$ cat src/hdl/tsc_pkg.sv
// Constants and types for the transparent serial channel controller.
// Assumes one 100 MHz system clock; link pins are sampled, not clocked.
package tsc_pkg;
    // Timing
    localparam int CLK_MHZ = 100;
    localparam int POLL_CLOCKS = 64;
    localparam logic [5:0] POLL_LAST = 6'(POLL_CLOCKS - 1);
    // Idle pin levels {cd_n, cts_n, rxd, rxclk, txclk}: no carrier, not clear, line high
    localparam logic [4:0] PIN_IDLE = 5'h1C;
    // Receive buffering and transfer thresholds in bytes
    localparam int FIFO_W = 8;
    localparam int FIFO_DEPTH = 8;
    localparam logic [3:0] RX_THR_NARROW = 4'h1;
    localparam logic [3:0] RX_THR_WIDE = 4'h4;
    // Command codes
    localparam logic [2:0] CMD_STOP_TX = 3'h0;
    localparam logic [2:0] CMD_GSTOP_TX = 3'h1;
    localparam logic [2:0] CMD_RESTART_TX = 3'h2;
    localparam logic [2:0] CMD_INIT_TX = 3'h3;
    localparam logic [2:0] CMD_INIT_TXRX = 3'h4;
    localparam logic [2:0] CMD_HUNT = 3'h5;
    localparam logic [2:0] CMD_CLOSE_RX = 3'h6;
    localparam logic [2:0] CMD_INIT_RX = 3'h7;
    // Event register bit positions
    localparam int EV_RX = 0;
    localparam int EV_TX = 1;
    localparam int EV_TXE = 4;
    localparam int EV_GRA = 7;
    // Receive descriptor status bits
    localparam int RXS_EMPTY = 15;
    localparam int RXS_WRAP = 13;
    localparam int RXS_INT = 12;
    localparam int RXS_LAST = 11;
    localparam int RXS_FIRST = 10;
    localparam int RXS_CONT = 9;
    localparam int RXS_DECERR = 7;
    localparam int RXS_NONOCT = 4;
    localparam int RXS_CRCERR = 2;
    localparam int RXS_OVR = 1;
    localparam int RXS_CDL = 0;
    // Transmit descriptor error bits as reported on close
    localparam int TXS_UN = 1;
    localparam int TXS_CT = 0;
    // CRC: receive polynomial (reflected CCITT) and software load values
    localparam logic [15:0] CRC_POLY = 16'h8408;
    localparam logic [31:0] CRC_PRESET_CCITT16 = 32'h0000FFFF;
    localparam logic [31:0] CRC_CONST_CCITT16 = 32'h0000F0B8;
    localparam logic [31:0] CRC_CONST_CCITT32 = 32'hDEBB20E3;
    localparam logic [31:0] CRC_ZERO = 32'h00000000;
    typedef enum logic [1:0] {TX_IDLE, TX_CHECK, TX_SEND, TX_HALT} tx_state_t;
    typedef enum logic {RX_HUNT, RX_RECV} rx_state_t;
endpackage

$ cat src/hdl/transparent_serial_channel_control.sv
// Transparent serial channel: command, error and descriptor control,
// with the receive byte FIFO. Link clocks and line pins are asynchronous.
// How it works
// - CRC check constant used by receiver only
// - Idle transmitter polls descriptor every 64 clocks
// - Abrupt stop aborts buffer, flushes, keeps pointer
// - Graceful stop halts after frame, flags event
// - Resume needs ready descriptor plus restart
// - Restart resumes from current descriptor pointer
// - Init transmit parameters only while disabled
// - Hunt command closes buffer, awaits carrier
// - Close command closes active buffer only
// - Init receive parameters only while disabled
// - Underrun closes buffer, flags it, halts
// - Mid-frame descriptor underrun flags event and halts
// - Clear-to-send loss closes buffer and halts
// - Transfer at 8 or 32 held bits
// - Overrun overwrites byte, closes, enters hunt
// - Carrier loss wins, no CRC or overrun flag set
// - Protocol mode register unused here
// - Errors, full, hunt, close end the buffer
// - Receive descriptor status, length, pointer layout
// - Cleared empty bit hands descriptor to software
// - Event flags write-one-clear; interrupt until cleared
// - Set empty bit keeps descriptor for controller
`timescale 1ns/1ns

module rx_fifo #(
    parameter int W = tsc_pkg::FIFO_W,
    parameter int DEPTH = tsc_pkg::FIFO_DEPTH,
    parameter int AW = $clog2(DEPTH)
) (
    input wire logic i_clk,
    input wire logic i_nrst,
    input wire logic i_ce,
    input wire logic i_wvalid,
    output logic o_wready,
    input wire logic [W-1:0] i_wdata,
    input wire logic i_ovw,
    output logic o_rvalid,
    input wire logic i_rready,
    output logic [W-1:0] o_rdata,
    output logic [AW:0] o_count
);
    typedef struct packed {
        logic [DEPTH-1:0][W-1:0] mem;
        logic [AW-1:0] wp;
        logic [AW-1:0] rp;
        logic [AW:0] cnt;
    } fifo_st_t;
    fifo_st_t q, n;
    logic wr, rd;

    assign o_wready = (q.cnt != (AW+1)'(DEPTH));
    assign o_rvalid = (q.cnt != '0);
    assign o_rdata = q.mem[q.rp];
    assign o_count = q.cnt;

    // Overwrite replaces the newest entry when full, losing the older byte
    always_comb begin
        n = q;
        wr = i_wvalid && o_wready;
        rd = i_rready && o_rvalid;
        if (wr) begin
            n.mem[q.wp] = i_wdata;
            n.wp = q.wp + 1'b1;
        end else if (i_ovw && o_rvalid) begin
            n.mem[q.wp - 1'b1] = i_wdata;
        end
        if (rd) begin
            n.rp = q.rp + 1'b1;
        end
        if (wr && !rd) begin
            n.cnt = q.cnt + 1'b1;
        end else if (rd && !wr) begin
            n.cnt = q.cnt - 1'b1;
        end
    end

    always_ff @(posedge i_clk or negedge i_nrst) begin
        if (!i_nrst) begin
            q <= '0;
        end else if (i_ce) begin
            q <= n;
        end
    end
endmodule

module transparent_serial_channel_control (
    input wire logic i_clk,
    input wire logic i_nrst,
    input wire logic i_ce,
    input wire logic i_tx_en,
    input wire logic i_rx_en,
    input wire logic i_rfw_narrow,
    input wire logic i_tx_on_demand,
    input wire logic i_cmd_valid,
    input wire logic [2:0] i_cmd,
    input wire logic [15:0] i_ev_clr,
    input wire logic [15:0] i_ev_mask,
    input wire logic [15:0] i_crc_preset,
    input wire logic [15:0] i_crc_const,
    input wire logic i_txclk,
    input wire logic i_rxclk,
    input wire logic i_rxd,
    input wire logic i_cts_n,
    input wire logic i_cd_n,
    input wire logic i_txbd_ready,
    input wire logic i_txbd_last,
    input wire logic i_txbd_wrap,
    input wire logic i_txbd_int,
    input wire logic [15:0] i_txbd_len,
    input wire logic i_tx_byte_valid,
    input wire logic [7:0] i_tx_byte,
    input wire logic i_rxbd_wrap,
    input wire logic i_rxbd_int,
    input wire logic i_rxbd_cont,
    input wire logic [15:0] i_rx_max_len,
    input wire logic i_rx_ready,
    output logic o_txd,
    output logic o_tx_poll,
    output logic o_tx_byte_take,
    output logic o_tx_flush,
    output logic o_txbd_close,
    output logic [1:0] o_txbd_status,
    output logic [7:0] o_tx_desc_ptr,
    output logic o_rxbd_len_wr,
    output logic [15:0] o_rxbd_len,
    output logic o_rxbd_status_wr,
    output logic [15:0] o_rxbd_status,
    output logic [7:0] o_rx_desc_ptr,
    output logic o_rx_valid,
    output logic [7:0] o_rx_data,
    output logic [15:0] o_events,
    output logic o_irq
);
    typedef struct packed {
        logic [4:0] s1;
        logic [4:0] s2;
        logic [4:0] s3;
        logic [4:0] f;
        tsc_pkg::tx_state_t ts;
        logic [5:0] pcnt;
        logic chain;
        logic gs_pend;
        logic stop_pend;
        logic [2:0] tbit;
        logic [7:0] tsh;
        logic [15:0] tsent;
        logic txd;
        logic take;
        logic poll;
        logic flush;
        logic [7:0] tptr;
        logic tclose;
        logic [1:0] tstat;
        tsc_pkg::rx_state_t rs;
        logic [2:0] rbit;
        logic [7:0] rsh;
        logic push;
        logic ovw;
        logic [7:0] pbyte;
        logic [15:0] rcnt;
        logic [15:0] crc;
        logic first;
        logic lenwr;
        logic stwr;
        logic [15:0] rstat;
        logic [15:0] rlen;
        logic [7:0] rptr;
        logic rint;
        logic ov_valid;
        logic [7:0] odata;
        logic [15:0] ev;
        logic irq;
    } ctl_st_t;

    ctl_st_t q, n;
    logic [15:0] evset;
    logic tx_edge, rx_edge, cts_ok, cd_on;
    logic hunt_cmd, close_cmd, tx_init, rx_init, do_close, go_hunt;
    logic [15:0] cst;
    logic [7:0] nbyte;
    logic f_wready, f_rvalid, f_rready, allow;
    logic [7:0] f_rdata;
    logic [3:0] f_count;

    function automatic logic [7:0] ptr_next(input logic [7:0] p, input logic wrap);
        ptr_next = wrap ? 8'h00 : p + 8'h01;
    endfunction

    function automatic logic [15:0] crc_byte(input logic [15:0] c, input logic [7:0] b);
        logic [15:0] r;
        r = c;
        for (int i = 0; i < 8; i++) begin
            r = (r[0] ^ b[i]) ? ((r >> 1) ^ tsc_pkg::CRC_POLY) : (r >> 1);
        end
        crc_byte = r;
    endfunction

    // Drain toward memory only once enough bytes are held, or after the frame
    assign allow = (f_count >= (i_rfw_narrow ? tsc_pkg::RX_THR_NARROW : tsc_pkg::RX_THR_WIDE))
        || (q.rs == tsc_pkg::RX_HUNT);
    assign f_rready = allow && (!q.ov_valid || i_rx_ready);

    rx_fifo #(.W(tsc_pkg::FIFO_W), .DEPTH(tsc_pkg::FIFO_DEPTH)) u_fifo (
        .i_clk(i_clk),
        .i_nrst(i_nrst),
        .i_ce(i_ce),
        .i_wvalid(q.push),
        .o_wready(f_wready),
        .i_wdata(q.pbyte),
        .i_ovw(q.ovw),
        .o_rvalid(f_rvalid),
        .i_rready(f_rready),
        .o_rdata(f_rdata),
        .o_count(f_count)
    );

    // Whole controller next state; mode, command, pin and descriptor inputs steer it
    always_comb begin
        n = q;
        n.take = 1'b0;
        n.poll = 1'b0;
        n.flush = 1'b0;
        n.tclose = 1'b0;
        n.push = 1'b0;
        n.ovw = 1'b0;
        n.lenwr = 1'b0;
        n.stwr = 1'b0;
        evset = '0;
        hunt_cmd = 1'b0;
        close_cmd = 1'b0;
        tx_init = 1'b0;
        rx_init = 1'b0;
        do_close = 1'b0;
        go_hunt = 1'b0;
        cst = '0;
        // Three-stage sampling; a level counts once stages two and three agree
        n.s1 = {i_cd_n, i_cts_n, i_rxd, i_rxclk, i_txclk};
        n.s2 = q.s1;
        n.s3 = q.s2;
        n.f = (q.s2 & q.s3) | (q.f & (q.s2 ^ q.s3));
        nbyte = {n.f[2], q.rsh[7:1]};
        tx_edge = q.f[0] & ~n.f[0];
        rx_edge = ~q.f[1] & n.f[1];
        cts_ok = ~n.f[3];
        cd_on = ~n.f[4];
        if (i_cmd_valid) begin
            unique case (i_cmd)
                tsc_pkg::CMD_HUNT: hunt_cmd = 1'b1;
                tsc_pkg::CMD_CLOSE_RX: close_cmd = 1'b1;
                tsc_pkg::CMD_INIT_TX: tx_init = !i_tx_en;
                tsc_pkg::CMD_INIT_RX: rx_init = !i_rx_en;
                tsc_pkg::CMD_INIT_TXRX: begin
                    tx_init = !i_tx_en;
                    rx_init = !i_rx_en;
                end
                default: ;
            endcase
        end

        // Transmit sequencer; line idles high outside a buffer
        unique case (q.ts)
            tsc_pkg::TX_IDLE: begin
                n.txd = 1'b1;
                if (!i_tx_en) begin
                    n.pcnt = '0;
                end else if (i_tx_on_demand || q.pcnt == tsc_pkg::POLL_LAST) begin
                    n.poll = 1'b1;
                    n.pcnt = '0;
                    n.chain = 1'b0;
                    n.ts = tsc_pkg::TX_CHECK;
                end else begin
                    n.pcnt = q.pcnt + 6'h01;
                end
            end
            tsc_pkg::TX_CHECK: begin
                if (i_txbd_ready) begin
                    n.ts = tsc_pkg::TX_SEND;
                    n.tsent = '0;
                    n.tbit = '0;
                end else if (q.chain) begin
                    evset[tsc_pkg::EV_TXE] = 1'b1;
                    n.ts = tsc_pkg::TX_HALT;
                end else begin
                    n.ts = tsc_pkg::TX_IDLE;
                end
            end
            tsc_pkg::TX_SEND: begin
                if (!cts_ok) begin
                    n.tclose = 1'b1;
                    n.tstat = 2'h0;
                    n.tstat[tsc_pkg::TXS_CT] = 1'b1;
                    evset[tsc_pkg::EV_TXE] = 1'b1;
                    n.txd = 1'b1;
                    n.ts = tsc_pkg::TX_HALT;
                end else if (tx_edge) begin
                    if (q.tbit != 3'h0) begin
                        n.txd = q.tsh[0];
                        n.tsh = q.tsh >> 1;
                        n.tbit = q.tbit - 3'h1;
                    end else if (q.stop_pend) begin
                        // Abort at a byte boundary, well inside the bit budget
                        n.flush = 1'b1;
                        n.txd = 1'b1;
                        n.stop_pend = 1'b0;
                        n.ts = tsc_pkg::TX_HALT;
                    end else if (q.tsent == i_txbd_len) begin
                        n.tclose = 1'b1;
                        n.tstat = 2'h0;
                        n.tptr = ptr_next(q.tptr, i_txbd_wrap);
                        n.txd = 1'b1;
                        evset[tsc_pkg::EV_TX] = i_txbd_int;
                        if (i_txbd_last && q.gs_pend) begin
                            evset[tsc_pkg::EV_GRA] = 1'b1;
                            n.gs_pend = 1'b0;
                            n.ts = tsc_pkg::TX_HALT;
                        end else if (i_txbd_last) begin
                            n.pcnt = '0;
                            n.ts = tsc_pkg::TX_IDLE;
                        end else begin
                            n.poll = 1'b1;
                            n.chain = 1'b1;
                            n.ts = tsc_pkg::TX_CHECK;
                        end
                    end else if (i_tx_byte_valid) begin
                        n.take = 1'b1;
                        n.txd = i_tx_byte[0];
                        n.tsh = {1'b0, i_tx_byte[7:1]};
                        n.tbit = 3'h7;
                        n.tsent = q.tsent + 16'h0001;
                    end else begin
                        n.tclose = 1'b1;
                        n.tstat = 2'h0;
                        n.tstat[tsc_pkg::TXS_UN] = 1'b1;
                        evset[tsc_pkg::EV_TXE] = 1'b1;
                        n.txd = 1'b1;
                        n.ts = tsc_pkg::TX_HALT;
                    end
                end
            end
            tsc_pkg::TX_HALT: n.txd = 1'b1;
        endcase

        // Transmit commands override the sequencer
        if (i_cmd_valid && i_cmd == tsc_pkg::CMD_STOP_TX) begin
            if (q.ts == tsc_pkg::TX_SEND) begin
                n.stop_pend = 1'b1;
            end else begin
                n.ts = tsc_pkg::TX_HALT;
            end
        end
        if (i_cmd_valid && i_cmd == tsc_pkg::CMD_GSTOP_TX) begin
            if (q.ts == tsc_pkg::TX_SEND || (q.ts == tsc_pkg::TX_CHECK && q.chain)) begin
                n.gs_pend = 1'b1;
            end else if (q.ts != tsc_pkg::TX_HALT) begin
                evset[tsc_pkg::EV_GRA] = 1'b1;
                n.ts = tsc_pkg::TX_HALT;
            end
        end
        // Restart resumes polling at the kept pointer; a ready bit is still needed
        if (i_cmd_valid && i_cmd == tsc_pkg::CMD_RESTART_TX && q.ts == tsc_pkg::TX_HALT) begin
            n.ts = tsc_pkg::TX_IDLE;
            n.pcnt = '0;
            n.stop_pend = 1'b0;
            n.gs_pend = 1'b0;
        end
        if (tx_init) begin
            n.ts = tsc_pkg::TX_IDLE;
            n.pcnt = '0;
            n.tptr = '0;
            n.chain = 1'b0;
            n.stop_pend = 1'b0;
            n.gs_pend = 1'b0;
        end

        // Receive: carrier loss checked first, then hunt command, then data, then close command
        if (q.rs == tsc_pkg::RX_RECV) begin
            if (!cd_on || !i_rx_en) begin
                do_close = 1'b1;
                cst[tsc_pkg::RXS_CDL] = !cd_on;
                cst[tsc_pkg::RXS_LAST] = 1'b1;
                cst[tsc_pkg::RXS_NONOCT] = (q.rbit != 3'h0);
                go_hunt = 1'b1;
            end else if (hunt_cmd) begin
                do_close = 1'b1;
                cst[tsc_pkg::RXS_LAST] = 1'b1;
                cst[tsc_pkg::RXS_CRCERR] = (q.crc != i_crc_const);
                cst[tsc_pkg::RXS_NONOCT] = (q.rbit != 3'h0);
                go_hunt = 1'b1;
            end else if (rx_edge) begin
                n.rsh = nbyte;
                n.rbit = q.rbit + 3'h1;
                if (q.rbit == 3'h7) begin
                    n.pbyte = nbyte;
                    if (!f_wready) begin
                        n.ovw = 1'b1;
                        do_close = 1'b1;
                        cst[tsc_pkg::RXS_OVR] = 1'b1;
                        cst[tsc_pkg::RXS_LAST] = 1'b1;
                        go_hunt = 1'b1;
                    end else begin
                        n.push = 1'b1;
                        n.crc = crc_byte(q.crc, nbyte);
                        n.rcnt = q.rcnt + 16'h0001;
                        do_close = (n.rcnt == i_rx_max_len);
                    end
                end
            end else if (close_cmd) begin
                do_close = 1'b1;
            end
        end else if (i_rx_en && cd_on) begin
            n.rs = tsc_pkg::RX_RECV;
            n.rbit = '0;
            n.rcnt = '0;
            n.crc = i_crc_preset;
            n.first = 1'b1;
        end

        // Closing writes length first; status with the empty bit follows
        if (do_close) begin
            n.lenwr = 1'b1;
            n.rlen = n.rcnt;
            n.rstat = cst;
            n.rstat[tsc_pkg::RXS_FIRST] = q.first;
            n.rstat[tsc_pkg::RXS_WRAP] = i_rxbd_wrap;
            n.rstat[tsc_pkg::RXS_INT] = i_rxbd_int;
            n.rstat[tsc_pkg::RXS_CONT] = i_rxbd_cont;
            // CRC, overrun and carrier-loss errors always return the descriptor, even in continuous use
            n.rstat[tsc_pkg::RXS_EMPTY] = i_rxbd_cont && !(|cst[2:0]);
            n.rint = i_rxbd_int;
            n.rcnt = '0;
            n.first = 1'b0;
        end
        if (go_hunt) begin
            n.rs = tsc_pkg::RX_HUNT;
        end
        if (q.lenwr) begin
            n.stwr = 1'b1;
            n.rptr = ptr_next(q.rptr, q.rstat[tsc_pkg::RXS_WRAP]);
            evset[tsc_pkg::EV_RX] = q.rint;
        end
        if (rx_init) begin
            n.rs = tsc_pkg::RX_HUNT;
            n.rptr = '0;
            n.rcnt = '0;
        end

        // Output stage toward memory
        if (f_rready && f_rvalid) begin
            n.ov_valid = 1'b1;
            n.odata = f_rdata;
        end else if (i_rx_ready) begin
            n.ov_valid = 1'b0;
        end

        // A new event beats a clear arriving in the same cycle
        n.ev = (q.ev & ~i_ev_clr) | evset;
        n.irq = |(n.ev & i_ev_mask);
    end

    always_ff @(posedge i_clk or negedge i_nrst) begin
        if (!i_nrst) begin
            // Samplers start at idle pin levels, so no false carrier or edge follows reset
            q <= '0;
            q.s1 <= tsc_pkg::PIN_IDLE;
            q.s2 <= tsc_pkg::PIN_IDLE;
            q.s3 <= tsc_pkg::PIN_IDLE;
            q.f <= tsc_pkg::PIN_IDLE;
        end else if (i_ce) begin
            q <= n;
        end
    end

    // Every output is a field of the state register
    assign o_txd = q.txd;
    assign o_tx_poll = q.poll;
    assign o_tx_byte_take = q.take;
    assign o_tx_flush = q.flush;
    assign o_txbd_close = q.tclose;
    assign o_txbd_status = q.tstat;
    assign o_tx_desc_ptr = q.tptr;
    assign o_rxbd_len_wr = q.lenwr;
    assign o_rxbd_len = q.rlen;
    assign o_rxbd_status_wr = q.stwr;
    assign o_rxbd_status = q.rstat;
    assign o_rx_desc_ptr = q.rptr;
    assign o_rx_valid = q.ov_valid;
    assign o_rx_data = q.odata;
    assign o_events = q.ev;
    assign o_irq = q.irq;
endmodule

$ cat config.mk
export PLATFORM = sky130hd
export DESIGN_NAME = transparent_serial_channel_control
export DESIGN_NICKNAME = d
export VERILOG_FILES = /design/src/hdl/tsc_pkg.sv /design/src/hdl/transparent_serial_channel_control.sv
export SDC_FILE = /design/constraint.sdc
export NUM_CORES = 1
export LEC_CHECK = 0
export CELL_PAD_IN_SITES_DETAIL_PLACEMENT = 0
export CELL_PAD_IN_SITES_GLOBAL_PLACEMENT = 1
export CORE_ASPECT_RATIO = 0.8
export CORE_MARGIN = 2
export CORE_UTILIZATION = 50
export DETAILED_ROUTE_END_ITERATION = 6
export DONT_BUFFER_PORTS = 1
export PLACE_DENSITY_LB_ADDON = 0.1
export SLEW_MARGIN = 20
export SYNTH_ARGS = -nofsm -noshare
export SYNTH_HDL_FRONTEND = slang
export SYNTH_SLANG_ARGS = --single-unit
$ cat constraint.sdc
create_clock -name i_clk -period 4.5 [get_ports i_clk]
set_clock_uncertainty 0.2 [all_clocks]
set_input_delay 0.45 -clock i_clk [delete_from_list [all_inputs] [get_ports i_clk]]
set_output_delay 0.45 -clock i_clk [all_outputs]
set_load 0.01 [all_outputs]
-- Word level (Yosys, flattened, before mapping)
Index checks and enable logic that the tools add are counted.
- $add $sub $neg: 12
- $lt $le $gt $ge: 6
- bitwise logic cells: 33
- equal/unequal tests: 59
- reduce and logical (&&, ||, !) cells: 71
- muxes and demuxes: 178
- operators by type and width (kind ; count):
    $mux W53 ; 4
    $mux W16 ; 12
    $mux W27 ; 7
    $bwmux W64 ; 2
    $mux W64 ; 2
    $mux W8 ; 12
    $mux W1 ; 83
    $mux W32 ; 2
    $mux W11 ; 5
    $demux W8 S3 ; 2
    $mux W42 ; 1
    $ne A3 B3 Y1 const B ; 13
    $mux W2 ; 19
    $mux W36 ; 1
    $mux W33 ; 1
    $add A16 B1 Y16 const B ; 2
    $and A16 B16 Y16 ; 2
    $eq A16 B16 Y1 ; 2
    $pmux W16 S2 ; 1
    $ne A4 B3 Y1 const B ; 7
    $bmux W8 S3 ; 1
    $ne A2 B2 Y1 const B ; 12
    $not A2 Y3 ; 8
    $reduce_bool A2 Y1 ; 12
    other kinds (57) ; 146
- bits in registers: 265
- output and inout bits: 83
- logic and storage cells: 408

-- Logic depth before layout (Yosys ltp)
- depth in word-level cells: 24
- mapped depth: 16

-- Cells and area by module
From an unflattened synthesis, not the netlist that was laid out.
- cell total of the unflattened synthesis: 1407
- area, all modules: 15056.9 um2
- by module, submodules not included (module ; cells each ; times used ; area each (um2)):
    transparent_serial_channel_control ; 1159 ; 1 ; 11105.7
    rx_fifo ; 248 ; 1 ; 3951.3

-- Worst setup path before layout
No wires, ideal clock.
- kind: reg-to-reg
- start: register q[87] (netlist bit)
- end: register q (netlist bit o_rxbd_len[12])
- period minus slack after synthesis: 3103 ps
- data arrival time: 2778 ps
- path buffers: 1
- cell stages (with the launch flop): 10
- setup slack: 1397 ps
- cells stage by stage: dfrtp_1 -> ha_1 -> nand3_2 -> nor4_4 -> xnor2_1 -> or4b_4 -> or3_4 -> a21oi_4 -> buf_12 -> mux2_4
- word-level cells in the longest chain between the ends: 9
- RTL lines (item ; line ; RTL):
    from (decl) ; transparent_serial_channel_control.sv:178 ; ctl_st_t q, n;
    from (signal assigned) ; transparent_serial_channel_control.sv:472 ; q <= n;
    $add A16 B1 Y16 (*) ; transparent_serial_channel_control.sv:406 ; n.rcnt = q.rcnt + 16'h0001;
    $eq A16 B16 Y1 ; transparent_serial_channel_control.sv:407 ; do_close = (n.rcnt == i_rx_max_len);
    $mux W1 ; transparent_serial_channel_control.sv:397 ; if (!f_wready) begin
    $mux W1 ; transparent_serial_channel_control.sv:395 ; if (q.rbit == 3'h7) begin
    $mux W1 ; transparent_serial_channel_control.sv:392 ; end else if (rx_edge) begin
    $mux W1 ; transparent_serial_channel_control.sv:386 ; end else if (hunt_cmd) begin
    $mux W1 ; transparent_serial_channel_control.sv:380 ; if (!cd_on || !i_rx_en) begin
    $mux W1 ; transparent_serial_channel_control.sv:379 ; if (q.rs == tsc_pkg::RX_RECV) begin
    $reduce_and A2 Y1 (no source line) ; -- ;
Every way passes the cells marked *; elsewhere a longest branch is shown, timed or not. The select of a mux whose other input is x is not followed.
A chain may end at the register's enable or synchronous reset.

-- Worst setup path in the final report
- start: register q (netlist bit n[182])
- end: register q (netlist bit o_irq)
- word-level cells in the longest chain between the ends: 14
- RTL lines (item ; line ; RTL):
    $xor A5 B5 Y5 ; transparent_serial_channel_control.sv:243 ; n.f = (q.s2 & q.s3) | (q.f & (q.s2 ^ q.s3));
    $and A5 B5 Y5 ; transparent_serial_channel_control.sv:243 ;
    $or A5 B5 Y5 (*) ; transparent_serial_channel_control.sv:243 ;
    $not A1 Y1 (*) ; transparent_serial_channel_control.sv:245 ; tx_edge = q.f[0] & ~n.f[0];
    $and A1 B1 Y1 (*) ; transparent_serial_channel_control.sv:245 ;
    $mux W1 ; transparent_serial_channel_control.sv:298 ; end else if (tx_edge) begin
    $mux W1 ; transparent_serial_channel_control.sv:291 ; if (!cts_ok) begin
    $mux W1 ; transparent_serial_channel_control.sv:264 ; unique case (q.ts)
    $mux W1 ; transparent_serial_channel_control.sv:357 ; end else if (q.ts != tsc_pkg::TX_HALT) begin
    $mux W1 ; transparent_serial_channel_control.sv:355 ; if (q.ts == tsc_pkg::TX_SEND || (q.ts == tsc_pkg::TX_CHECK && q.chain)) begin
    $mux W1 ; transparent_serial_channel_control.sv:354 ; if (i_cmd_valid && i_cmd == tsc_pkg::CMD_GSTOP_TX) begin
    $or A16 B8 Y16 (*) ; transparent_serial_channel_control.sv:459 ; n.ev = (q.ev & ~i_ev_clr) | evset;
    $and A16 B16 Y16 (*) ; transparent_serial_channel_control.sv:460 ; n.irq = |(n.ev & i_ev_mask);
    $reduce_or A16 Y1 (*) ; transparent_serial_channel_control.sv:460 ;
Every way passes the cells marked *; elsewhere a longest branch is shown, timed or not.

==> impl_metrics.env <==
export IMPL_status="complete, but fails checks"
export IMPL_violations="negative hold slack"
export IMPL_dp_hpwl_um=23800
export IMPL_clk_insertion_delay_late_ns=0.56
export IMPL_fin_nets=1558
export IMPL_root_buffer="clkbuf_16"
export IMPL_rows=56
export IMPL_cts_num_sinks=262
export IMPL_r2r_start="n[182]"
export IMPL_cts_setup_buffers=0
export IMPL_synth_async_reset_ratio_pct=100
export IMPL_dieWidth_um=195
export IMPL_ys_flop_type="dfrtp_1"
export IMPL_cp_startpoint="n[182]"
export IMPL_avgViaCountPerCell=5.72
export IMPL_synth_edf_count=0
export IMPL_power_density_nw_per_um2=461
export IMPL_cts_hold_buf=56
export IMPL_grt_max_degree=263
export IMPL_crit_arrival_ns=4.14
export IMPL_cts_buffers=28
export IMPL_ys_seq_elements=262
export IMPL_p_int_mw=4.93
export IMPL_period_needed_ns=3.84
export IMPL_pwr_share_seq_pct=44.7
export IMPL_worst_slew_pin_slew_ns=1.22
export IMPL_drc=0
export IMPL_drt_initial_drc_count=653
export IMPL_postRouteWirelength_um=35400
export IMPL_stdcell_count=1800
export IMPL_fmax_mhz=261
export IMPL_drv_slew=0
export IMPL_final_period_utilization_pct=85.2
export IMPL_irDropWorstVdd_uv=283
export IMPL_dp_cells=1692
export IMPL_r2r_end="o_irq"
export IMPL_setup_tns_ns=0
export IMPL_multiInputGateArea_um2=7010
export IMPL_initial_utilization_pct=50.4
export IMPL_stdcell_area_um2=15900
export IMPL_design_core_area_um2=29100
export IMPL_fin_ws_ns=0.664
export IMPL_synthCells=1423
export IMPL_grt_pass1_vias=9909
export IMPL_setup_viol=0
export IMPL_grt_overflow_total=0
export IMPL_die_area_um2=30700
export IMPL_cts_tree="done"
export IMPL_r2r_cells=9
export IMPL_hold_violations=262
export IMPL_holdWs_ns=-0.607
export IMPL_ctsResizeCount=0
export IMPL_ys_seq_area_share_pct=44.9
export IMPL_required_ns=4.80
export IMPL_ys_types=86
export IMPL_relSlewSlack_pct=18.1
export IMPL_antenna_found_initial=0
export IMPL_ioPinCount=212
export IMPL_wl_per_cell_um=19.6
export IMPL_grt_pass1_wl_um=56300
export IMPL_dp_slack_ns=0.733
export IMPL_endpoint_kind="flop"
export IMPL_fill_cells=2587
export IMPL_portBuffers=0
export IMPL_power_switching_mw=2.39
export IMPL_grtUsageTotal_pct=23.1
export IMPL_vias=10300
export IMPL_hold_path_class="in2async"
export IMPL_cp_max_fo=6
export IMPL_clkPwrFrac_pct=31.9
export IMPL_antenna_cells=0
export IMPL_start_kind="flop"
export IMPL_dieHeight_um=157
export IMPL_htreeDepth=1
export IMPL_regArea_um2=6570
export IMPL_dpl_cell_area_um2=14400
export IMPL_total_power_mw=7.32
export IMPL_r2r_slack_ns=0.66
export IMPL_max_cap_viol_count=0
export IMPL_synth_warnings=0
export IMPL_swShare_pct=32.7
export IMPL_cts_buffer_depth=3
export IMPL_cts_clk_slew_worst_paths_ns=0.06
export IMPL_detail_route_antenna_nets=0
export IMPL_leakagePower_nw=6.97
export IMPL_syn_avg_cell_area_um2=10.3
export IMPL_power_share_combinational_pct=23.4
export IMPL_area_growth_pct=8.47
export IMPL_rsz0062_at_grt="false"
export IMPL_crit_type="reg2reg"
export IMPL_drive_gt1_share_pct=16.7
export IMPL_gp_congestion=0.815
export IMPL_cp_endpoint="o_irq"
export IMPL_synth_area_um2=14700
export IMPL_first_pass_iters=5
## layer usage
metal  up-vias  wire, um  track usage [%]
li1       4932         -                -
met1      5056     17600             34.9
met2       286     15000             34.4
met3        30      2340             5.34
met4         0       416             3.64
met5         -         0                0
## sequential cells by signal, summed over array words and instances, names as in the netlist, 2 cells and up
| register | flops |
|---|---|
| n | 10 |
| nbyte | 7 |
| o_events | 16 |
| o_rx_data | 8 |
| o_rx_desc_ptr | 8 |
| o_rxbd_len | 16 |
| o_rxbd_status | 10 |
| o_tx_desc_ptr | 8 |
| o_txbd_status | 2 |
| q | 94 |
| u_fifo.o_count | 4 |
| u_fifo.q | 70 |
## placed cells by master, fill, tap and decap left out, types with 13 or more instances in the layout
master         count
buf_4             22
xor2_1            31
nor3_1            28
nor2_1            93
ha_1              27
and3_1            19
o21ai_0          124
mux2_2           100
a22oi_1           22
a21oi_1           41
a21boi_0          13
inv_1             43
dlygate4sd3_1     55
clkbuf_16         28
nand2_1          133
dfrtp_1          250
mux2i_1           13
nor2b_1           13
nand3_1           32
mux4_2            16
xnor2_1           67
nand2b_1          13
a31oi_1           21
## cell type report
cell class                 count  area share, %
tap                          377           2.97
timing repair buffer          78           4.68
multi-input combinational    987           44.1
clock buffer                  46           5.27
inverter                      44           1.04
clock inverter                 6          0.575
sequential                   262           41.3
## power by group through the flow
stage	Combinational (mW)	Sequential [mW]	Clock [mW]
3_3_place_gp	1.63	3.31	0
6_report	1.71	3.27	2.34
2_1_floorplan	1.68	3.00	0
5_1_grt	1.94	3.33	2.50
4_1_cts	1.72	3.27	2.41
3_5_place_dp	1.65	3.31	0
## synth_stat cells, types with 6 or more instances
cell type / n / area share (%)
dfrtp_1: 250 / 43
nand2_1: 133 / 3.4
or2_2: 7 / 0.30
buf_1: 8 / 0.20
buf_6: 7 / 0.54
buf_4: 77 / 3.9
and3_1: 19 / 0.81
nor3_1: 28 / 0.96
mux2i_1: 13 / 0.89
mux2_4: 7 / 0.72
clkbuf_1: 33 / 0.85
ha_1: 27 / 2.3
mux2_2: 100 / 7.7
a31oi_1: 21 / 0.90
o2bb2ai_1: 10 / 0.60
nand2b_1: 13 / 0.56
a21oi_2: 9 / 0.54
mux4_2: 16 / 2.5
nand4_1: 12 / 0.51
a22oi_1: 22 / 1.1
o31ai_1: 10 / 0.51
inv_1: 43 / 1.1
nand3_1: 32 / 1.1
o21ai_0: 124 / 4.2
nor2b_1: 13 / 0.56
nor4_1: 9 / 0.38
dfstp_2: 12 / 2.2
a21oi_1: 41 / 1.4
o21a_1: 10 / 0.51
a22o_1: 6 / 0.36
xor2_1: 31 / 1.9
nor2_1: 93 / 2.4
xnor2_1: 67 / 4.0
nand3b_1: 11 / 0.56
a21boi_0: 13 / 0.67
## metrics by stage
step           hold WS, ns  util [%]
3_5_place_dp       -0.0387      49.5
2_1_floorplan      -0.0456         -
6_report            -0.607      54.7
3_3_place_gp       -0.0387      49.5
5_1_grt             -0.634      54.7
4_1_cts             -0.639      54.7
## how the worst min path moves through the flow
| stage | from | endpoint |
|---|---|---|
| 4_1_cts | i_nrst | q[85] |
| 5_1_grt | i_nrst | q[160] |
| 2_1_floorplan | i_nrst | n[182] |
| 3_3_place_gp | i_nrst | o_tx_desc_ptr[0] |
| 6_report | i_nrst | o_tx_desc_ptr[3] |
| 3_5_place_dp | i_nrst | o_tx_desc_ptr[3] |
## worst max-delay path, cell delays in order, from the launching register on
cell	delay, ns
dfrtp_1	0.39
ha_1	0.30
or3b_2	0.51
nor2_1	0.40
nand2_1	0.27
nor3_1	0.60
a31o_2	0.29
a2111oi_0	0.11
a31oi_1	0.14
dlygate4sd3_1	0.56
## kinds of logic (layout without fill, tap and decap cells)
kind of cell	Yosys count	count (layout)	synth area share, %
muxes	136	136	11.8
other	1	6	0.0256
DFF	262	262	44.9
AOI/OAI and AO/OA	316	316	13.8
buffers and inverters	179	174	7.51
and+or+nand+nor	403	403	13.8
xor gates and xnor gates	98	98	5.86
adders and majority gates	28	28	2.44
No activity file was read; power rests on OpenSTA's default activity.
